### src/phyrm_pkg.sv
// constants, types and register map of the transceiver reset and management register bank
// What this block does
// - device runs its own power-up settle sequence once the external reset pin is released.
// - hardware reset restores every register default and recaptures the strap inputs.
// - writing one to bit 15 of basic_control starts a software reset.
// - software reset completes about 1 us after the bit is written.
// - software reset restores register defaults but keeps the captured strap values.
// - address 05h returns partner base page or next page, per current exchange.
// - basic_control bits 15..7 are reset to collision test; bits 6..0 reserved.
// - basic_status reports abilities in 15..11 and status flags in bits 6..0.
// - identifier registers return organisation id, six-bit model and four-bit revision.
// - partner base page mirrors the advertisement field layout.
// - next_page_transmit holds next page, message page, ack two, toggle, code.
// - bits follow read-write, read-only, self-clear, clear-on-read, fixed, latched-low types.
package phyrm_pkg;

  // ********************************************
  // timing
  // ********************************************
  localparam int CLK_PERIOD_NS = 20;
  localparam int HW_RESET_MIN_NS = 1000;
  localparam int HW_RESET_MIN_CYC = (HW_RESET_MIN_NS + CLK_PERIOD_NS - 1) / CLK_PERIOD_NS;
  localparam int SW_RESET_NS = 1000;
  localparam int SW_RESET_CYC = (SW_RESET_NS + CLK_PERIOD_NS - 1) / CLK_PERIOD_NS;
  localparam int MDIO_QUIET_NS = 3000;
  localparam int MDIO_QUIET_CYC = (MDIO_QUIET_NS + CLK_PERIOD_NS - 1) / CLK_PERIOD_NS;
  localparam int SW_CNT_W = 6;
  localparam logic [SW_CNT_W-1:0] SW_CNT_LAST = SW_CNT_W'(SW_RESET_CYC - 1);
  localparam logic [1:0] POR_SETTLE_LAST = 2'h3;

  // ********************************************
  // register offsets
  // ********************************************
  localparam logic [4:0] ADDR_BASIC_CONTROL = 5'h00;
  localparam logic [4:0] ADDR_BASIC_STATUS = 5'h01;
  localparam logic [4:0] ADDR_IDENTIFIER_HIGH = 5'h02;
  localparam logic [4:0] ADDR_IDENTIFIER_LOW = 5'h03;
  localparam logic [4:0] ADDR_AUTONEG_ADVERTISE = 5'h04;
  localparam logic [4:0] ADDR_PARTNER_ABILITY = 5'h05;
  localparam logic [4:0] ADDR_AUTONEG_EXPANSION = 5'h06;
  localparam logic [4:0] ADDR_NEXT_PAGE_TRANSMIT = 5'h07;
  localparam logic [4:0] ADDR_PHY_SUMMARY_STATUS = 5'h10;
  localparam logic [4:0] ADDR_FALSE_CARRIER_COUNTER = 5'h14;
  localparam logic [4:0] ADDR_RECEIVE_ERROR_COUNTER = 5'h15;
  localparam logic [4:0] ADDR_CODING_SUBLAYER_CONFIG = 5'h16;
  localparam logic [4:0] ADDR_REDUCED_IF_BYPASS = 5'h17;
  localparam logic [4:0] ADDR_LED_DIRECT_CONTROL = 5'h18;
  localparam logic [4:0] ADDR_PHY_CONTROL = 5'h19;
  localparam logic [4:0] ADDR_TEN_BASE_STATUS_CONTROL = 5'h1A;
  localparam logic [4:0] ADDR_TEST_AND_SELFTEST_EXT = 5'h1B;
  localparam logic [4:0] ADDR_ENERGY_DETECT_CONTROL = 5'h1D;
  localparam int EXT_RW_NUM = 7;

  // ********************************************
  // field positions
  // ********************************************
  localparam int BC_RESET = 15;
  localparam int BC_LOOPBACK = 14;
  localparam int BC_SPEED = 13;
  localparam int BC_AN_ENABLE = 12;
  localparam int BC_POWER_DOWN = 11;
  localparam int BC_ISOLATE = 10;
  localparam int BC_RESTART_AN = 9;
  localparam int BC_DUPLEX = 8;
  localparam int BC_COL_TEST = 7;
  localparam int BS_PREAMBLE_SUPP = 6;
  localparam int BS_AN_COMPLETE = 5;
  localparam int BS_REMOTE_FAULT = 4;
  localparam int BS_AN_ABILITY = 3;
  localparam int BS_LINK = 2;
  localparam int BS_JABBER = 1;
  localparam int BS_EXT_CAP = 0;
  localparam int PHYCTL_ADDR_W = 5;
  localparam int CNT_W = 8;

  // ********************************************
  // reset values and fixed contents
  // ********************************************
  localparam logic [4:0] BS_ABILITIES = 5'h0F; // no T4; TX full/half, 10 full/half
  localparam logic [15:0] ADV_RESET = 16'h01E1;
  localparam logic [15:0] NP_TX_RESET = 16'h2001;
  localparam logic [15:0] EXT_RESET = 16'h0000;
  localparam logic [CNT_W-1:0] CNT_MAX = 8'hFF;
  localparam logic [21:0] OUI_VALUE = 22'h0A5A5A; // arbitrary
  localparam logic [5:0] MODEL_NUMBER = 6'h15; // arbitrary
  localparam logic [3:0] MODEL_REVISION = 4'h1; // arbitrary

  // ********************************************
  // management frame
  // ********************************************
  localparam logic [1:0] OP_READ = 2'h2;
  localparam logic [1:0] OP_WRITE = 2'h1;
  localparam logic [3:0] HDR_LAST = 4'hC;
  localparam logic [3:0] DATA_LAST = 4'hF;

  typedef enum logic [2:0] {
    MDIO_IDLE = 3'b000,
    MDIO_HDR = 3'b001,
    MDIO_TA = 3'b010,
    MDIO_WDATA = 3'b011,
    MDIO_RDATA = 3'b100
  } phyrm_mdio_st_t;

endpackage

### src/phyrm_reg_if.sv
// register access carrier between the management frame engine and the register bank
`timescale 1ns/1ps
interface phyrm_reg_if;
  logic [4:0] addr;
  logic [15:0] wdata;
  logic wr;
  logic rd;
  logic [15:0] rdata;
  modport master (output addr, output wdata, output wr, output rd, input rdata);
  modport slave (input addr, input wdata, input wr, input rd, output rdata);
endinterface

### src/phyrm_sync.sv
// two-stage synchroniser for pin inputs
`timescale 1ns/1ps
module phyrm_sync #(
  parameter int W = 1
) (
  input wire logic clk,
  input wire logic resetn,
  input wire logic [W-1:0] d,
  output logic [W-1:0] q
);
  logic [W-1:0] meta_r;

  // first stage feeds only the second
  always_ff @(posedge clk or negedge resetn) begin
    if (!resetn) begin
      meta_r <= '0;
      q <= '0;
    end else begin
      meta_r <= d;
      q <= meta_r;
    end
  end
endmodule

### src/phyrm_mdio.sv
// serial management frame engine: decodes frames and drives register reads and writes
`timescale 1ns/1ps
module phyrm_mdio
  import phyrm_pkg::*;
(
  input wire logic clk,
  input wire logic resetn,
  input wire logic mdc,
  input wire logic mdio_i,
  output logic mdio_o,
  output logic mdio_oe_n,
  input wire logic [4:0] phy_addr,
  phyrm_reg_if.master bus
);
  logic mdc_s;
  logic mdio_s;
  logic mdc_d_r;
  logic prev_r;
  logic is_rd_r;
  logic [3:0] cnt_r;
  logic [12:0] hdr_r;
  logic [15:0] sh_r;
  logic [15:0] rhold_r;
  logic [12:0] hdr_nxt;
  logic mdc_rise;
  phyrm_mdio_st_t st_r;

  phyrm_sync #(.W(2)) u_sync (
    .clk(clk),
    .resetn(resetn),
    .d({mdc, mdio_i}),
    .q({mdc_s, mdio_s})
  );

  // edge of the management clock, data is taken on the rising edge
  assign mdc_rise = mdc_s & ~mdc_d_r;
  assign hdr_nxt = {hdr_r[11:0], mdio_s};

  always_ff @(posedge clk or negedge resetn) begin
    if (!resetn) begin
      mdc_d_r <= 1'b0;
    end else begin
      mdc_d_r <= mdc_s;
    end
  end

  // read data is caught in the cycle of the read strobe, before clear-on-read acts
  always_ff @(posedge clk or negedge resetn) begin
    if (!resetn) begin
      rhold_r <= 16'h0000;
    end else if (bus.rd) begin
      rhold_r <= bus.rdata;
    end
  end

  // frame state machine; preamble may be suppressed, a one then zero starts a frame
  always_ff @(posedge clk or negedge resetn) begin
    if (!resetn) begin
      st_r <= MDIO_IDLE;
      prev_r <= 1'b0;
      is_rd_r <= 1'b0;
      cnt_r <= 4'h0;
      hdr_r <= 13'h0000;
      sh_r <= 16'h0000;
      mdio_o <= 1'b1;
      mdio_oe_n <= 1'b1;
      bus.addr <= 5'h00;
      bus.wdata <= 16'h0000;
      bus.wr <= 1'b0;
      bus.rd <= 1'b0;
    end else begin
      bus.wr <= 1'b0;
      bus.rd <= 1'b0;
      if (mdc_rise) begin
        case (st_r)
          MDIO_IDLE: begin
            prev_r <= mdio_s;
            cnt_r <= 4'h0;
            if (prev_r && !mdio_s) begin
              st_r <= MDIO_HDR;
            end
          end
          MDIO_HDR: begin
            hdr_r <= hdr_nxt;
            cnt_r <= cnt_r + 4'h1;
            if (cnt_r == HDR_LAST) begin
              cnt_r <= 4'h0;
              bus.addr <= hdr_nxt[4:0];
              prev_r <= 1'b0;
              if (!hdr_nxt[12] || hdr_nxt[9:5] != phy_addr) begin
                st_r <= MDIO_IDLE;
              end else if (hdr_nxt[11:10] == OP_READ) begin
                st_r <= MDIO_TA;
                is_rd_r <= 1'b1;
                bus.rd <= 1'b1;
              end else if (hdr_nxt[11:10] == OP_WRITE) begin
                st_r <= MDIO_TA;
                is_rd_r <= 1'b0;
              end else begin
                st_r <= MDIO_IDLE;
              end
            end
          end
          MDIO_TA: begin
            cnt_r <= 4'h1;
            if (cnt_r == 4'h0) begin
              if (is_rd_r) begin
                mdio_oe_n <= 1'b0; // drive the second turnaround bit low
                mdio_o <= 1'b0;
              end
            end else begin
              cnt_r <= 4'h0;
              if (is_rd_r) begin
                mdio_o <= rhold_r[15];
                sh_r <= {rhold_r[14:0], 1'b0};
                st_r <= MDIO_RDATA;
              end else begin
                st_r <= MDIO_WDATA;
              end
            end
          end
          MDIO_WDATA: begin
            sh_r <= {sh_r[14:0], mdio_s};
            cnt_r <= cnt_r + 4'h1;
            if (cnt_r == DATA_LAST) begin
              bus.wdata <= {sh_r[14:0], mdio_s};
              bus.wr <= 1'b1;
              st_r <= MDIO_IDLE;
            end
          end
          MDIO_RDATA: begin
            cnt_r <= cnt_r + 4'h1;
            if (cnt_r == DATA_LAST) begin
              mdio_oe_n <= 1'b1;
              mdio_o <= 1'b1;
              st_r <= MDIO_IDLE;
            end else begin
              mdio_o <= sh_r[15];
              sh_r <= {sh_r[14:0], 1'b0};
            end
          end
          default: begin
            st_r <= MDIO_IDLE;
            mdio_oe_n <= 1'b1;
          end
        endcase
      end
    end
  end
endmodule

### src/phyrm_top.sv
// management register bank with power-on, hardware and software reset control
`timescale 1ns/1ps
module phyrm_top
  import phyrm_pkg::*;
(
  input wire logic clk,
  input wire logic resetn,
  input wire logic mdc,
  input wire logic mdio_i,
  output logic mdio_o,
  output logic mdio_oe_n,
  input wire logic [4:0] strap_phy_addr,
  input wire logic strap_an_enable,
  input wire logic strap_speed100,
  input wire logic strap_full_duplex,
  input wire logic stat_link_up,
  input wire logic stat_an_complete,
  input wire logic stat_remote_fault,
  input wire logic stat_jabber,
  input wire logic stat_page_rx,
  input wire logic stat_next_page_sel,
  input wire logic stat_lp_np_able,
  input wire logic stat_lp_an_able,
  input wire logic stat_speed10,
  input wire logic stat_mdix,
  input wire logic stat_polarity,
  input wire logic [15:0] lp_base_page,
  input wire logic [15:0] lp_next_page,
  input wire logic false_carrier_evt,
  input wire logic rx_error_evt,
  output logic ctl_loopback,
  output logic ctl_speed100,
  output logic ctl_an_enable,
  output logic ctl_power_down,
  output logic ctl_isolate,
  output logic ctl_restart_an,
  output logic ctl_full_duplex,
  output logic ctl_col_test,
  output logic [15:0] adv_word,
  output logic [15:0] np_tx_word,
  output logic [4:0] phy_addr,
  output logic sw_reset_busy,
  output logic dev_ready
);
  // ********************************************
  // declarations
  // ********************************************
  phyrm_reg_if bus ();
  logic [7:0] strap_s;
  logic [1:0] por_cnt_r;
  logic strap_cap;
  logic [SW_CNT_W-1:0] sw_cnt_r;
  logic sw_done;
  logic load_defaults;
  logic st_an_en_r;
  logic st_speed_r;
  logic st_duplex_r;
  logic an_cmp_d_r;
  logic link_ll_r;
  logic rf_lh_r;
  logic jab_lh_r;
  logic page_rx_r;
  logic fc_latch_r;
  logic rxe_latch_r;
  logic [CNT_W-1:0] fc_cnt_r;
  logic [CNT_W-1:0] rxe_cnt_r;
  logic [15:0] ext_r [EXT_RW_NUM];
  logic wr_ok;
  logic rd_ok;
  logic rd_of_status;
  logic rd_of_expansion;
  logic rd_of_summary;
  logic rd_of_fc;
  logic rd_of_rxe;
  logic bc_wr;
  logic [15:0] rdata_nxt;
  logic ext_hit;
  logic [2:0] ext_idx;

  // ********************************************
  // strap capture and reset sequencing
  // ********************************************
  phyrm_sync #(.W(8)) u_strap_sync (
    .clk(clk),
    .resetn(resetn),
    .d({strap_phy_addr, strap_an_enable, strap_speed100, strap_full_duplex}),
    .q(strap_s)
  );

  // internal power-up sequence: after release, wait for straps to settle, then run
  always_ff @(posedge clk or negedge resetn) begin
    if (!resetn) begin
      por_cnt_r <= 2'h0;
      dev_ready <= 1'b0;
    end else if (!dev_ready) begin
      por_cnt_r <= por_cnt_r + 2'h1;
      if (por_cnt_r == POR_SETTLE_LAST) begin
        dev_ready <= 1'b1;
      end
    end
  end
  assign strap_cap = !dev_ready && por_cnt_r == POR_SETTLE_LAST;

  // straps are caught only after power-up or the reset pin, never by software reset
  always_ff @(posedge clk or negedge resetn) begin
    if (!resetn) begin
      phy_addr <= 5'h00;
      st_an_en_r <= 1'b0;
      st_speed_r <= 1'b0;
      st_duplex_r <= 1'b0;
    end else if (strap_cap) begin
      {phy_addr, st_an_en_r, st_speed_r, st_duplex_r} <= strap_s;
    end
  end

  // register writes and reads are taken only once the device runs
  assign wr_ok = bus.wr && dev_ready;
  assign rd_ok = bus.rd && dev_ready;
  assign bc_wr = wr_ok && bus.addr == ADDR_BASIC_CONTROL;

  // software reset timer, started by bit 15 of basic_control
  always_ff @(posedge clk or negedge resetn) begin
    if (!resetn) begin
      sw_reset_busy <= 1'b0;
      sw_cnt_r <= '0;
    end else if (sw_reset_busy) begin
      sw_cnt_r <= sw_cnt_r + SW_CNT_W'(1);
      if (sw_cnt_r == SW_CNT_LAST) begin
        sw_reset_busy <= 1'b0;
      end
    end else if (bc_wr && bus.wdata[BC_RESET]) begin
      sw_reset_busy <= 1'b1;
      sw_cnt_r <= '0;
    end
  end
  assign sw_done = sw_reset_busy && sw_cnt_r == SW_CNT_LAST;
  assign load_defaults = strap_cap || sw_done;

  // ********************************************
  // basic control
  // ********************************************
  always_ff @(posedge clk or negedge resetn) begin
    if (!resetn) begin
      {ctl_loopback, ctl_speed100, ctl_an_enable, ctl_power_down} <= 4'h0;
      {ctl_isolate, ctl_restart_an, ctl_full_duplex, ctl_col_test} <= 4'h0;
      an_cmp_d_r <= 1'b0;
    end else begin
      an_cmp_d_r <= stat_an_complete;
      if (load_defaults) begin
        {ctl_loopback, ctl_power_down, ctl_isolate, ctl_restart_an, ctl_col_test} <= 5'h00;
        ctl_speed100 <= st_speed_r;
        ctl_an_enable <= st_an_en_r;
        ctl_full_duplex <= st_duplex_r;
        if (strap_cap) begin
          ctl_speed100 <= strap_s[1];
          ctl_an_enable <= strap_s[2];
          ctl_full_duplex <= strap_s[0];
        end
      end else if (bc_wr && !sw_reset_busy) begin
        ctl_loopback <= bus.wdata[BC_LOOPBACK];
        ctl_speed100 <= bus.wdata[BC_SPEED];
        ctl_an_enable <= bus.wdata[BC_AN_ENABLE];
        ctl_power_down <= bus.wdata[BC_POWER_DOWN];
        ctl_isolate <= bus.wdata[BC_ISOLATE];
        ctl_restart_an <= bus.wdata[BC_RESTART_AN] | (ctl_restart_an & ~(stat_an_complete & ~an_cmp_d_r));
        ctl_full_duplex <= bus.wdata[BC_DUPLEX];
        ctl_col_test <= bus.wdata[BC_COL_TEST];
      end else if (stat_an_complete && !an_cmp_d_r) begin
        ctl_restart_an <= 1'b0;
      end
    end
  end

  // ********************************************
  // advertisement, next page and extended storage
  // ********************************************
  always_comb begin
    ext_hit = 1'b1;
    ext_idx = 3'h0;
    case (bus.addr)
      ADDR_CODING_SUBLAYER_CONFIG: ext_idx = 3'h0;
      ADDR_REDUCED_IF_BYPASS: ext_idx = 3'h1;
      ADDR_LED_DIRECT_CONTROL: ext_idx = 3'h2;
      ADDR_PHY_CONTROL: ext_idx = 3'h3;
      ADDR_TEN_BASE_STATUS_CONTROL: ext_idx = 3'h4;
      ADDR_TEST_AND_SELFTEST_EXT: ext_idx = 3'h5;
      ADDR_ENERGY_DETECT_CONTROL: ext_idx = 3'h6;
      default: ext_hit = 1'b0;
    endcase
  end

  always_ff @(posedge clk or negedge resetn) begin
    if (!resetn) begin
      adv_word <= ADV_RESET;
      np_tx_word <= NP_TX_RESET;
      for (int i = 0; i < EXT_RW_NUM; i++) begin
        ext_r[i] <= EXT_RESET;
      end
    end else if (load_defaults) begin
      adv_word <= ADV_RESET;
      np_tx_word <= NP_TX_RESET;
      for (int i = 0; i < EXT_RW_NUM; i++) begin
        ext_r[i] <= EXT_RESET;
      end
    end else if (wr_ok && !sw_reset_busy) begin
      if (bus.addr == ADDR_AUTONEG_ADVERTISE) begin
        adv_word <= bus.wdata & 16'hAFFF; // bits 14 and 12 reserved
      end
      if (bus.addr == ADDR_NEXT_PAGE_TRANSMIT) begin
        np_tx_word <= bus.wdata & 16'hBFFF;
      end
      if (ext_hit) begin
        ext_r[ext_idx] <= bus.wdata;
      end
    end
  end

  // ********************************************
  // latched status and event counters
  // ********************************************
  assign rd_of_status = rd_ok && bus.addr == ADDR_BASIC_STATUS;
  assign rd_of_expansion = rd_ok && bus.addr == ADDR_AUTONEG_EXPANSION;
  assign rd_of_summary = rd_ok && bus.addr == ADDR_PHY_SUMMARY_STATUS;
  assign rd_of_fc = rd_ok && bus.addr == ADDR_FALSE_CARRIER_COUNTER;
  assign rd_of_rxe = rd_ok && bus.addr == ADDR_RECEIVE_ERROR_COUNTER;

  // link latches low until read; faults latch high until read; a new event beats the read
  always_ff @(posedge clk or negedge resetn) begin
    if (!resetn) begin
      link_ll_r <= 1'b0;
      rf_lh_r <= 1'b0;
      jab_lh_r <= 1'b0;
      page_rx_r <= 1'b0;
      fc_latch_r <= 1'b0;
      rxe_latch_r <= 1'b0;
    end else if (load_defaults) begin
      link_ll_r <= stat_link_up;
      rf_lh_r <= stat_remote_fault;
      jab_lh_r <= stat_jabber;
      page_rx_r <= stat_page_rx;
      fc_latch_r <= false_carrier_evt;
      rxe_latch_r <= rx_error_evt;
    end else begin
      link_ll_r <= stat_link_up & (link_ll_r | rd_of_status);
      rf_lh_r <= stat_remote_fault | (rf_lh_r & ~rd_of_status);
      jab_lh_r <= stat_jabber | (jab_lh_r & ~rd_of_status);
      page_rx_r <= stat_page_rx | (page_rx_r & ~(rd_of_expansion | rd_of_summary));
      fc_latch_r <= false_carrier_evt | (fc_latch_r & ~rd_of_summary);
      rxe_latch_r <= rx_error_evt | (rxe_latch_r & ~rd_of_summary);
    end
  end

  // saturating counters, cleared on read; an event in the read cycle counts as one
  always_ff @(posedge clk or negedge resetn) begin
    if (!resetn) begin
      fc_cnt_r <= '0;
      rxe_cnt_r <= '0;
    end else if (load_defaults) begin
      fc_cnt_r <= '0;
      rxe_cnt_r <= '0;
    end else begin
      if (rd_of_fc) begin
        fc_cnt_r <= CNT_W'(false_carrier_evt);
      end else if (false_carrier_evt && fc_cnt_r != CNT_MAX) begin
        fc_cnt_r <= fc_cnt_r + CNT_W'(1);
      end
      if (rd_of_rxe) begin
        rxe_cnt_r <= CNT_W'(rx_error_evt);
      end else if (rx_error_evt && rxe_cnt_r != CNT_MAX) begin
        rxe_cnt_r <= rxe_cnt_r + CNT_W'(1);
      end
    end
  end

  // ********************************************
  // read multiplexer
  // ********************************************
  always_comb begin
    rdata_nxt = 16'h0000;
    case (bus.addr)
      ADDR_BASIC_CONTROL: begin
        rdata_nxt = {sw_reset_busy, ctl_loopback, ctl_speed100, ctl_an_enable, ctl_power_down,
                     ctl_isolate, ctl_restart_an, ctl_full_duplex, ctl_col_test, 7'h00};
      end
      ADDR_BASIC_STATUS: begin
        rdata_nxt = {BS_ABILITIES, 4'h0, 1'b1, stat_an_complete, rf_lh_r, 1'b1,
                     link_ll_r, jab_lh_r, 1'b1};
      end
      ADDR_IDENTIFIER_HIGH: rdata_nxt = OUI_VALUE[21:6];
      ADDR_IDENTIFIER_LOW: rdata_nxt = {OUI_VALUE[5:0], MODEL_NUMBER, MODEL_REVISION};
      ADDR_AUTONEG_ADVERTISE: rdata_nxt = adv_word;
      ADDR_PARTNER_ABILITY: begin
        rdata_nxt = stat_next_page_sel ? lp_next_page : (lp_base_page & 16'hEFFF);
      end
      ADDR_AUTONEG_EXPANSION: begin
        rdata_nxt = {11'h000, 1'b0, stat_lp_np_able, 1'b1, page_rx_r, stat_lp_an_able};
      end
      ADDR_NEXT_PAGE_TRANSMIT: rdata_nxt = np_tx_word;
      ADDR_PHY_SUMMARY_STATUS: begin
        rdata_nxt = {1'b0, stat_mdix, rxe_latch_r, stat_polarity, fc_latch_r, 2'h0, page_rx_r,
                     1'b0, rf_lh_r, jab_lh_r, stat_an_complete, ctl_loopback, ctl_full_duplex,
                     stat_speed10, stat_link_up};
      end
      ADDR_FALSE_CARRIER_COUNTER: rdata_nxt = {8'h00, fc_cnt_r};
      ADDR_RECEIVE_ERROR_COUNTER: rdata_nxt = {8'h00, rxe_cnt_r};
      ADDR_PHY_CONTROL: rdata_nxt = {ext_r[3][15:PHYCTL_ADDR_W], phy_addr};
      default: begin
        if (ext_hit) begin
          rdata_nxt = ext_r[ext_idx];
        end
      end
    endcase
  end
  assign bus.rdata = rdata_nxt;

  // ********************************************
  // serial management engine
  // ********************************************
  phyrm_mdio u_mdio (
    .clk(clk),
    .resetn(resetn),
    .mdc(mdc),
    .mdio_i(mdio_i),
    .mdio_o(mdio_o),
    .mdio_oe_n(mdio_oe_n),
    .phy_addr(phy_addr),
    .bus(bus)
  );
endmodule

### config.mk
export PLATFORM = sky130hd
export DESIGN_NAME = phyrm_top
export DESIGN_NICKNAME = d
export VERILOG_FILES = /design/src/phyrm_pkg.sv /design/src/phyrm_reg_if.sv /design/src/phyrm_sync.sv /design/src/phyrm_mdio.sv /design/src/phyrm_top.sv
export SDC_FILE = /design/constraint.sdc
export NUM_CORES = 1
export LEC_CHECK = 0
export BUFFER_PORTS_ARGS = -buffer_cell sky130_fd_sc_hd__buf_4
export CORE_MARGIN = 5
export CORE_UTILIZATION = 43
export CTS_CLUSTER_SIZE = 8
export DETAILED_ROUTE_END_ITERATION = 8
export PLACE_DENSITY_LB_ADDON = 0.1
export SLEW_MARGIN = 20
export SYNTH_ARGS = -nofsm -noshare
export SYNTH_HDL_FRONTEND = slang
export SYNTH_SLANG_ARGS = --single-unit
### constraint.sdc
create_clock -name clk -period 2.88 [get_ports clk]
set_clock_uncertainty 0.15 [all_clocks]
set_input_delay 0.576 -clock clk [delete_from_list [all_inputs] [get_ports clk]]
set_output_delay 0.576 -clock clk [all_outputs]
set_load 0.02 [all_outputs]
# After elaboration in Yosys (flattened, before gate mapping)
# Index checks and enable logic that the tools add are counted.
# word_totals
n_memories	0
rom_bits	0
regBits	292
output_inout_bits	49
mem_bits_rw	0
in_bits	57
latchBits	0
elab_cells	276
# op_classes
n_addsub	5
n_bitwise	26
shift	0
div	0
eq_ne	38
reduce_logical	58
mul	0
order_cmp	2
mux	95
# ops
operator	count
two-way mux 112 bit	3
two-way mux 16 bit	14
case mux 16 bit (12 select lines)	1
bitwise mux 112 bit	1
== test 5 bit, second input constant	10
two-way mux 1 bit	50
binary-select mux 16 bit (select 3 bit)	1
demux 16 bit (select 3 bit)	1
two-way mux 8 bit	6
case mux 16 bit (3 select lines)	1
two-way mux 3 bit	7
== test 5 x 3 -> 1 bit, second input constant	4
AND reduction 5 bit	4
logical AND 1 bit	18
case mux 3 bit (6 select lines)	1
nonzero test 2 bit	9
adder 8 x 1 -> 8 bit, second input constant	2
inequality test 8 bit, second input constant	2
case mux 4 bit (4 select lines)	1
two-way mux 6 bit	2
inequality test 2 x 1 -> 1 bit, second input constant	6
case mux 3 bit (4 select lines)	1
AND reduction 3 bit	4
nonzero test 3 bit	4
other kinds (34)	71

# Longest topological paths before layout
# Gate-level depths: netlist (run 1).
# depth
ltp_word	11
ltp_mapped	9
ltp_nobuf	7

# Modules after synthesis
# A second synthesis (run 1) with hierarchy kept.
# hier_totals
hier_cells	1438
hier_area_um2	14271.2
# by_module_without_submodules
mod	n_inst	area_each_um2	cells_per_inst
phyrm_top	1	10132.2	1158
phyrm_mdio	1	3638.5	260
phyrm_sync at u_strap_sync	1	400.4	16
phyrm_sync at u_mdio.u_sync	1	100.1	4

# Least setup slack after synthesis (run 1)
# Ideal clock, no wire load.
# synth_timing
kind	register to register
start	register u_mdio.st_r[1]
end	register u_mdio.sh_r[10]
slack_ns	0.746
path_buffers	2
arrival_ns	1.857
required_ns	2.603
path_stages_with_launch	7
path_cell_list	dfrtp_1 > or3b_1 > buf_2 > nand2_2 > buf_2 > mux2_2 > mux2_1
# synth_via
elab_chain_len	3
elab_cells_between_ends	9
# synth_lines
item	line	source
start: declaration	phyrm_mdio.sv:26	phyrm_mdio_st_t st_r;
start signal: assignment	phyrm_mdio.sv:59	st_r <= MDIO_IDLE;
start signal: assignment	phyrm_mdio.sv:80	st_r <= MDIO_HDR;
start signal: assignment	phyrm_mdio.sv:91	st_r <= MDIO_IDLE;
== test 3 bit or == test 3 x 2 -> 1 bit (tied branches)	phyrm_mdio.sv:75	case (st_r)
inequality test 2 bit (no source line), or another cell as far along	n/a	
AND reduction 5 bit (no source line)	n/a	
end signal: assignment	phyrm_mdio.sv:115	sh_r <= {rhold_r[14:0], 1'b0};
end signal: assignment	phyrm_mdio.sv:123	sh_r <= {sh_r[14:0], mdio_s};
end signal: assignment	phyrm_mdio.sv:139	sh_r <= {sh_r[14:0], 1'b0};
end: declaration	phyrm_mdio.sv:22	logic [15:0] sh_r;
# Several ways; a longest one is shown, not always the timed one.
# A chain may end at the register's enable or synchronous reset.

# Final worst setup path (run 1)
# layout_timing
start	register u_mdio.bus.addr[3]
end	register ext_r[87] (netlist bit)
# layout_via
elab_chain_len	11
elab_cells_between_ends	22
# layout_lines
item	line	source
start: declaration	phyrm_reg_if.sv:9	modport master (output addr, output wdata, output wr, output rd, input rdata);
start signal: assignment	phyrm_mdio.sv:88	bus.addr <= hdr_nxt[4:0];
== test 5 bit	phyrm_top.sv:180	case (bus.addr)
case mux 3 bit (6 select lines)	phyrm_top.sv:180	
NOT 3 -> 4 bit (not written as such)	phyrm_top.sv:213	ext_r[ext_idx] <= bus.wdata;
>= comparator 4 bit (not written as such) or < comparator 4 x 1 -> 1 bit (tied branches)	phyrm_top.sv:213	
logical AND 1 bit (not written as such)	phyrm_top.sv:213	
two-way mux 16 bit (not written as such)	phyrm_top.sv:213	
demux 16 bit (select 3 bit)	phyrm_top.sv:213	
bitwise mux 112 bit	phyrm_top.sv:213	
two-way mux 112 bit	phyrm_top.sv:212	if (ext_hit) begin
two-way mux 112 bit	phyrm_top.sv:205	end else if (wr_ok && !sw_reset_busy) begin
two-way mux 112 bit	phyrm_top.sv:199	end else if (load_defaults) begin
end signal: indexed assignment	phyrm_top.sv:213	
end: declaration	phyrm_top.sv:67	logic [15:0] ext_r [EXT_RW_NUM];
# Several ways; a longest one is shown, not always the timed one. The select of a mux whose other input is x is not followed.

==> impl_metrics.env, run 1 <==
export IMPL_status="finished, final reports clean"
export IMPL_grt_pass1_wl_um=73500
export IMPL_seq_area_frac_synth_pct=51.4
export IMPL_finalSetupViolCount=0
export IMPL_clock_sinks=289
export IMPL_r2r_slack_ps=270
export IMPL_routed_wl_um=48600
export IMPL_slew_viol_final=0
export IMPL_leakagePower_nw=7.34
export IMPL_crit_fanout=16
export IMPL_hpwl_um=34300
export IMPL_initial_core_util_pct=43.4
export IMPL_timing_rr_end="ext_r[87]$_DFFE_PN0P_"
export IMPL_tightest_slew_ps=887
export IMPL_critPathSlowestCell="nand2_1"
export IMPL_ys_seq_elements=289
export IMPL_dieWidth_um=191
export IMPL_clock_latency_ps=540
export IMPL_antenna_found_initial=2
export IMPL_cts_buffer_depth=3
export IMPL_die_area_um2=36500
export IMPL_crit_end="ext_r[87]$_DFFE_PN0P_"
export IMPL_cts_hold_buffers=11
export IMPL_diodes=0
export IMPL_synth_edf_count=0
export IMPL_power_density_nw_per_um2=577
export IMPL_io_buffers=101
export IMPL_area_growth_pct=19.7
export IMPL_grtUsageMet1_pct=38.6
export IMPL_first_iter_violations=1120
export IMPL_start_kind="flip-flop"
export IMPL_syn_inst=1439
export IMPL_critPathMaxStageDelay_ps=520
export IMPL_layout_drive_gt1_share_pct=21.9
export IMPL_setup_tns_ps=0
export IMPL_clk_transition_reported_paths_ps=60
export IMPL_cts_root_buffer="clkbuf_16"
export IMPL_pin_count=106
export IMPL_grtUsageMet3_pct=5.04
export IMPL_crit_type="flip-flop to flip-flop"
export IMPL_grt_use_total_pct=26.6
export IMPL_fp_dieH_um=191
export IMPL_synth_area_um2=14100
export IMPL_gp_congestion=0.991
export IMPL_nNetsFinal=1635
export IMPL_fin_crit_ps=2610
export IMPL_ys_types=78
export IMPL_worst_path_buf_inv=2
export IMPL_wl_per_cell_um=23.9
export IMPL_final_cell_area_um2=16900
export IMPL_grt_busiest_layer="met2"
export IMPL_hold_viol=0
export IMPL_rsz0062_at_grt="no"
export IMPL_peakVddDrop_v=0.000402
export IMPL_synth_ff_type="dfrtp_1"
export IMPL_final_cell_mix="nand2_1, dfrtp_1, buf_4, a21oi_1, nor2_1"
export IMPL_placed_cell_area_um2=15600
export IMPL_min_path_type="primary input to flip-flop"
export IMPL_route_detailed_drc=0
export IMPL_ys_warn_count=0
export IMPL_fin_crit_sh_pct=90.7
export IMPL_max_clock_freq_mhz=383
export IMPL_required_ps=3180
export IMPL_firstDrtPassIters=5
export IMPL_cp_data_arrival_time_ps=2910
export IMPL_drv_cap=0
export IMPL_htree_num_levels=2
export IMPL_reg2reg_from="u_mdio.bus.addr[3]$_DFFE_PN0P_"
export IMPL_slew_headroom_pct=40.9
export IMPL_grt_start_max_net_pins=78
export IMPL_cp_depth=7
export IMPL_vias=11600
export IMPL_ff2ff_path_depth=7
export IMPL_grt_overflow=0
export IMPL_worst_setup_path_end_kind="flip-flop"
export IMPL_rows=66
export IMPL_crit_chain="buf_4 > and3b_1 > nand2_1 > nor2_2 > buf_4 > nand2_1 > a21oi_1"
export IMPL_ant_nets=0
export IMPL_grt_met2_usage_pct=40.7
export IMPL_postCtsSetupBuffers=0
export IMPL_cts_resized_gates=0
export IMPL_numCtsBuffers=42
export IMPL_syn_area_per_cell_um2=9.79
export IMPL_cts_tree="yes"
export IMPL_crit_start="u_mdio.bus.addr[3]$_DFFE_PN0P_"
export IMPL_vias_per_cell=5.73
export IMPL_core_area_um2=32500
export IMPL_synthArstFlopShare_pct=100
export IMPL_grt_pass1_vias=11500
export IMPL_cp_top_family="simple AND/OR/NAND/NOR gates"
export IMPL_layout_commonest_cell="nand2_1"
-- logic make-up after synthesis --
group / share of synthesized area [%]
AOI/OAI and AO/OA: 14.9
xor gates and xnor gates: 1.43
adders and majority gates: 0.711
buffers and inverters: 4.40
DFF: 51.4
muxes: 9.72
other: 0.0266
and+or+nand+nor: 17.4
-- cell type report --
class | count | area [um2]
Inverter | 20 | 75.1
Multi-Input combinational cell | 1025 | 6230
Timing Repair Buffer | 192 | 1580
Clock buffer | 60 | 1140
Sequential cell | 289 | 7250
Fill cell | 2985 | 15600
Clock inverter | 3 | 36.3
Tap cell | 442 | 553
-- stage by stage --
stage / total power, mW / std cells / utilization [%] / hold slack [ps] / worst slack [ps]
after floorplan: 4.94 / 1441 / - / 130 / 746
after global placement: 5.26 / 1957 / 48.0 / 183 / 338
after detailed placement: 5.28 / 1957 / 48.0 / 185 / 330
after CTS: 9.82 / 2031 / 52.0 / 33.8 / 313
after global routing: 10.1 / 2031 / 52.0 / 38.6 / 114
final: 9.74 / 2031 / 52.0 / 47.0 / 267
-- cell usage after synthesis (all sizes together) (5+ instances only) --
cell type | count | area, um2
dfstp | 9 | 236
a31o | 9 | 78.8
clkbuf | 38 | 143
a21oi | 167 | 840
o2bb2ai | 5 | 43.8
o22ai | 19 | 119
nand2 | 320 | 1220
a2111oi | 6 | 58.8
mux2 | 80 | 901
and2 | 6 | 37.5
nor3 | 25 | 189
inv | 20 | 75.1
o21ai | 27 | 135
a31oi | 7 | 43.8
nor2 | 82 | 320
xor2 | 8 | 70.1
nor4 | 5 | 46.3
a2bb2oi | 7 | 61.3
nor2b | 10 | 62.6
o41ai | 5 | 43.8
o32ai | 7 | 61.3
a22oi | 9 | 67.6
ha | 8 | 100
or2 | 8 | 50.1
nand3 | 40 | 205
a21o | 12 | 90.1
mux2i | 31 | 310
o221ai | 8 | 70.1
nand3b | 5 | 37.5
buf | 69 | 402
dfrtp | 280 | 7010
xnor2 | 15 | 131
a211oi | 5 | 37.5
nand2b | 5 | 31.3
and3 | 9 | 56.3
nand4 | 9 | 56.3
mux4 | 7 | 158
-- worst min-delay path by stage --
stage                                        end                               from  cells past startpoint  slack [ps]
global route                an_cmp_d_r$_DFF_PN0_                   stat_an_complete                      1          40
detailed placement  u_mdio.u_sync.q[0]$_DFF_PN0_  u_mdio.u_sync.meta_r[0]$_DFF_PN0_                      0         180
floorplan               adv_word[10]$_DFFE_PN0P_                             resetn                      0         130
CTS                         an_cmp_d_r$_DFF_PN0_                   stat_an_complete                      1          30
finish                      an_cmp_d_r$_DFF_PN0_                   stat_an_complete                      1          50
global placement    u_mdio.u_sync.q[1]$_DFF_PN0_  u_mdio.u_sync.meta_r[1]$_DFF_PN0_                      0         180
-- state kept, by name, indices dropped and copies added (netlist names), 12 cells and up --
name and flops:
ext_r 112, u_mdio.bus.wdata 16, u_mdio.rhold_r 16, u_mdio.sh_r 16, np_tx_word 15, adv_word 14
u_mdio.hdr_r 12
-- per-layer routing --
metal / wire (um) / up-vias
li1: - / 5306
met1: 21800 / 5783
met2: 21900 / 438
met3: 3490 / 101
met4: 1490 / 4
met5: 21 / -
-- power by group --
group / internal, mW / switching (mW)
Sequential: 4.25 / 0.244
Combinational: 0.346 / 0.379
Clock: 2.72 / 1.80
Total: 7.32 / 2.42
Note: power is estimated with default switching activity, not from simulation.
==> run 2: changes to the inputs <==
CORE_MARGIN = not set   (was 5)
==> impl_metrics.env, run 2 (same netlist as run 1, synthesis figures left out) <==
export IMPL_fin_crit_ps=2520
export IMPL_leakagePower_nw=7.34
export IMPL_worst_setup_path_end_kind="flip-flop"
export IMPL_peakVddDrop_v=0.000370
export IMPL_critPathSlowestCell="dfrtp_2"
export IMPL_grt_pass1_vias=11100
export IMPL_drv_cap=0
export IMPL_ant_nets=0
export IMPL_start_kind="flip-flop"
export IMPL_crit_type="flip-flop to flip-flop"
export IMPL_slew_viol_final=0
export IMPL_top_register="ext_r"
export IMPL_hold_viol=0
export IMPL_grt_start_max_net_pins=71
export IMPL_max_clock_freq_mhz=397
export IMPL_dieWidth_um=183
export IMPL_cts_resized_gates=0
export IMPL_required_ps=3140
export IMPL_largest_reg_flops=112
export IMPL_status="finished, final reports clean"
export IMPL_slew_headroom_pct=33.8
export IMPL_io_buffers=101
export IMPL_clk_transition_reported_paths_ps=50
export IMPL_first_iter_violations=1087
export IMPL_htree_num_levels=2
export IMPL_critPathMaxStageDelay_ps=600
export IMPL_grt_overflow=0
export IMPL_rows=65
export IMPL_final_core_util_pct=52.9
export IMPL_placed_cell_area_um2=15500
export IMPL_grt_use_total_pct=28.3
export IMPL_setup_tns_ps=0
export IMPL_cts_buffer_depth=3
export IMPL_pin_count=106
export IMPL_tightest_slew_ps=993
export IMPL_crit_chain="nand2_1 > o211ai_1 > and2_1 > buf_4 > nor2_1 > o41ai_1"
export IMPL_initial_core_util_pct=44.2
export IMPL_min_path_type="primary input to flip-flop"
export IMPL_finalSetupViolCount=0
export IMPL_core_area_um2=31900
export IMPL_layout_commonest_cell="nand2_1"
export IMPL_route_detailed_drc=0
export IMPL_nNetsFinal=1631
export IMPL_diodes=0
export IMPL_postCtsSetupBuffers=0
export IMPL_rsz0062_at_grt="no"
export IMPL_power_density_nw_per_um2=585
export IMPL_firstDrtPassIters=5
export IMPL_grt_pass1_wl_um=70200
export IMPL_fp_dieH_um=183
export IMPL_wl_per_cell_um=23.2
export IMPL_final_cell_area_um2=16900
export IMPL_final_cell_mix="nand2_1, dfrtp_1, buf_4, a21oi_1, nor2_1"
export IMPL_die_area_um2=33500
export IMPL_layout_drive_gt1_share_pct=21.8
export IMPL_routed_wl_um=46900
export IMPL_cp_data_arrival_time_ps=2770
export IMPL_clock_latency_ps=540
export IMPL_crit_fanout=16
export IMPL_total_power_mw=9.87
export IMPL_area_growth_pct=19.6
export IMPL_vias_per_cell=5.77
export IMPL_fin_crit_sh_pct=87.4
export IMPL_cts_root_buffer="clkbuf_16"
export IMPL_vias=11600
export IMPL_hpwl_um=33000
export IMPL_gp_congestion=1.00
export IMPL_clock_sinks=289
export IMPL_antenna_found_initial=0
export IMPL_cts_tree="yes"
export IMPL_numCtsBuffers=42
## run 2: timing repair
action,4_1_cts,5_1_grt
hold buffers,10,1
endpoints found under the hold margin,69,1
setup endpoints to repair,0,0
## run 2: where the power goes
part,switching (mW),internal (mW)
Clock,1.79,2.87
Sequential,0.247,4.25
Combinational,0.367,0.338
Total,2.40,7.47
## run 2: critical path: cells and delay by family (launching register included)
family | cells | cell delay [ps]
and+or+nand+nor | 3 | 860
DFF | 1 | 600
AOI/OAI and AO/OA | 2 | 560
buffers and inverters | 1 | 220
## run 2: routing by layer
metal / share of wire (%) / GRT usage, %
met5: 0 / 0
met4: 3.4 / 9.83
met2: 45 / 43.2
met1: 44 / 40.2
met3: 7.7 / 5.42
## run 2: stage by stage
stage                     hold WS, ps  cells  worst slack, ps
final                            60.2   2019              364
after global placement            182   1946              408
after global routing             47.8   2019              182
after CTS                      0.0918   2018              388
after floorplan                   130   1441              746
after detailed placement          186   1946              391
## run 2: area by class of cell
class | instances | area, um2
Clock buffer | 60 | 1170
Clock inverter | 2 | 60.1
Fill cell | 2951 | 15000
Inverter | 20 | 75.1
Multi-Input combinational cell | 1025 | 6230
Sequential cell | 289 | 7250
Tap cell | 435 | 544
Timing Repair Buffer | 188 | 1520
## run 2: path summary, 6_finish.rpt
kind	start	to	slack (ps)	cells past startpoint
min	stat_an_complete	an_cmp_d_r$_DFF_PN0_	60	1
max	u_mdio.bus.addr[0]$_DFFE_PN0P_	u_mdio.rhold_r[3]$_DFFE_PN0P_	360	6
max in group asynchronous	resetn	u_mdio.mdio_oe_n$_DFFE_PN1P_	1350	3
min in group asynchronous	resetn	u_strap_sync.meta_r[2]$_DFF_PN0_	470	2
max reg2reg	u_mdio.bus.addr[0]$_DFFE_PN0P_	u_mdio.rhold_r[3]$_DFFE_PN0P_	360	6
min reg2reg	u_strap_sync.meta_r[4]$_DFF_PN0_	u_strap_sync.q[4]$_DFF_PN0_	190	0
==> run 3: changes to the inputs <==
CORE_MARGIN = 8   (was not set)
SKIP_CTS_REPAIR_TIMING = 1   (was not set)
SYNTH_HIERARCHICAL = 1   (was not set)
==> impl_metrics.env, run 3 <==
export IMPL_status="finished, final reports clean"
export IMPL_grt_use_total_pct=24.6
export IMPL_antenna_found_initial=0
export IMPL_yosys_area_share_simple_pct=18.2
export IMPL_rsz0062_at_grt="no"
export IMPL_grt_pass1_wl_um=74100
export IMPL_crit_type="flip-flop to flip-flop"
export IMPL_syn_area_per_cell_um2=9.92
export IMPL_first_iter_violations=1057
export IMPL_crit_fanout=10
export IMPL_nNetsFinal=1656
export IMPL_ys_types=97
export IMPL_hold_ws_ps=46.3
export IMPL_cp_data_arrival_time_ps=3120
export IMPL_drv_cap=0
export IMPL_setup_tns_ps=0
export IMPL_yosysMostFrequentCell="nand2_1"
export IMPL_grt_met2_usage_pct=38.9
export IMPL_layout_drive_gt1_share_pct=25.2
export IMPL_grt_busiest_layer="met2"
export IMPL_fin_crit_sh_pct=96.7
export IMPL_grt_overflow=0
export IMPL_hold_viol=0
export IMPL_synth_area_um2=14300
export IMPL_finalSetupViolCount=0
export IMPL_critPathMaxStageDelay_ps=790
export IMPL_worst_setup_path_end_kind="flip-flop"
export IMPL_synthArstFlopShare_pct=100
export IMPL_slew_viol_final=0
export IMPL_grt_start_max_net_pins=72
export IMPL_min_path_type="primary input to flip-flop"
export IMPL_rows=66
export IMPL_layout_commonest_cell="nand2_1"
export IMPL_die_area_um2=39300
export IMPL_diodes=0
export IMPL_fp_dieH_um=198
export IMPL_yosysTopAreaCell="dfrtp_1"
export IMPL_seq_area_frac_synth_pct=50.4
export IMPL_grtUsageMet3_pct=4.57
export IMPL_cts_root_buffer="clkbuf_16"
export IMPL_vias_per_cell=5.79
export IMPL_firstDrtPassIters=5
export IMPL_dpl_worst_slack_ps=125
export IMPL_routed_wl_um=48000
export IMPL_synthTopCellsByArea="dfrtp_1, nand2_1, mux2_2"
export IMPL_final_cell_mix="nand2_1, dfrtp_1, buf_4, a21oi_1, mux2_2"
export IMPL_leakagePower_nw=7.74
export IMPL_clock_sinks=287
export IMPL_worst_slack_ps=93.8
export IMPL_ys_seq_elements=287
export IMPL_route_detailed_drc=0
export IMPL_synth_top_family_by_area="simple AND/OR/NAND/NOR gates"
export IMPL_cts_buffer_depth=3
export IMPL_io_buffers=101
export IMPL_peakVddDrop_v=0.000434
export IMPL_required_ps=3220
export IMPL_htree_num_levels=2
export IMPL_fin_crit_ps=2790
export IMPL_largest_reg_flops=110
export IMPL_critPathSlowestCell="a2111oi_0"
export IMPL_clk_transition_reported_paths_ps=50
export IMPL_crit_chain="buf_4 > and2_1 > nand3_2 > o22ai_1 > a2111oi_0 > a221o_1 > mux2_2"
export IMPL_synth_edf_count=0
export IMPL_synth_ff_type="dfrtp_1"
export IMPL_tightest_slew_ps=868
export IMPL_synthXorXnorAreaFrac_pct=1.17
export IMPL_power_density_nw_per_um2=569
export IMPL_start_kind="flip-flop"
export IMPL_core_area_um2=32600
export IMPL_slew_headroom_pct=40.7
export IMPL_vias=11900
export IMPL_n_fill_cell=3016
export IMPL_synth_compound_area_share_pct=13.6
export IMPL_synth_common_cells="nand2_1, dfrtp_1, a21oi_1"
export IMPL_cts_tree="yes"
export IMPL_area_growth_pct=20.1
export IMPL_ant_nets=0
export IMPL_clock_latency_ps=570
export IMPL_ys_warn_count=6
export IMPL_muxShareOfSynthArea_pct=11.4
export IMPL_top_register="ext_r"
export IMPL_grtUsageMet1_pct=33.7
export IMPL_synth_fa_ha_area_share_pct=0.701
export IMPL_max_clock_freq_mhz=359
export IMPL_dieWidth_um=198
export IMPL_hpwl_um=33600
export IMPL_numCtsBuffers=42
export IMPL_grt_pass1_vias=12000
export IMPL_wl_per_cell_um=23.4
export IMPL_final_core_util_pct=52.5
export IMPL_syn_inst=1438
export IMPL_initial_core_util_pct=43.8
export IMPL_pin_count=106
export IMPL_total_power_mw=9.76
export IMPL_gp_congestion=0.919
export IMPL_synth_top_area_share_pct=48.7
[run 3: final timing paths]
check	start	end	slack (ps)	cells after the start
worst max register to register	u_mdio/bus.addr[0]$_DFFE_PN0P_	u_mdio/rhold_r[4]$_DFFE_PN0P_	90	7
worst min register to register	u_mdio/u_sync/meta_r[1]$_DFF_PN0_	u_mdio/u_sync/q[1]$_DFF_PN0_	200	0
min in group asynchronous	resetn	u_strap_sync/meta_r[2]$_DFF_PN0_	450	2
worst max-delay path	u_mdio/bus.addr[0]$_DFFE_PN0P_	u_mdio/rhold_r[4]$_DFFE_PN0P_	90	7
max in group asynchronous	resetn	adv_word[0]$_DFFE_PN1P_	1340	3
worst min-delay path	stat_an_complete	an_cmp_d_r$_DFF_PN0_	50	1
[run 3: critical path, delay by kind of cell, from the launching register on]
family                 cells  cell delay [ps]
AOI/OAI and AO/OA          3             1190
buffers and inverters      1              260
and+or+nand+nor            2              370
DFF                        1              580
muxes                      1              150
[run 3: kinds of logic (layout without fill, tap and decap cells)]
kind of cell / count (synthesis) / count (layout)
DFF: 287 / 287
other: 1 / 3
and+or+nand+nor: 550 / 550
buffers and inverters: 125 / 295
xor gates and xnor gates: 19 / 19
adders and majority gates: 8 / 8
muxes: 145 / 145
AOI/OAI and AO/OA: 303 / 303
[run 3: layout make-up]
class	instances	area [um2]	share of cell area [%]
sequential	287	7190	42.0
multi-input combinational	1028	6450	37.7
timing repair buffer	212	1680	9.81
clock buffer	60	1140	6.65
tap	442	553	3.23
inverter	20	75.1	0.438
clock inverter	3	41.3	0.241
[run 3: per-layer routing]
layer	wire length (um)	vias up
li1	-	5365
met1	21000	5972
met2	22400	469
met3	3360	81
met4	1270	0
met5	0	-
[run 3: metrics by stage]
| step | instances | cell area (um2) |
|---|---|---|
| after global placement | 1977 | 15800 |
| after CTS | 2040 | 17000 |
| after global routing | 2052 | 17100 |
| final | 2052 | 17100 |
| after detailed placement | 1977 | 15800 |
| after floorplan | 1440 | 14300 |
[run 3: report_power, final]
group | leakage, nW | switching (mW) | internal (mW) | total (mW)
logic | 3.34 | 0.399 | 0.364 | 0.763
clock network | 0.568 | 1.80 | 2.71 | 4.52
registers | 3.84 | 0.244 | 4.23 | 4.47
total | 7.74 | 2.45 | 7.31 | 9.76
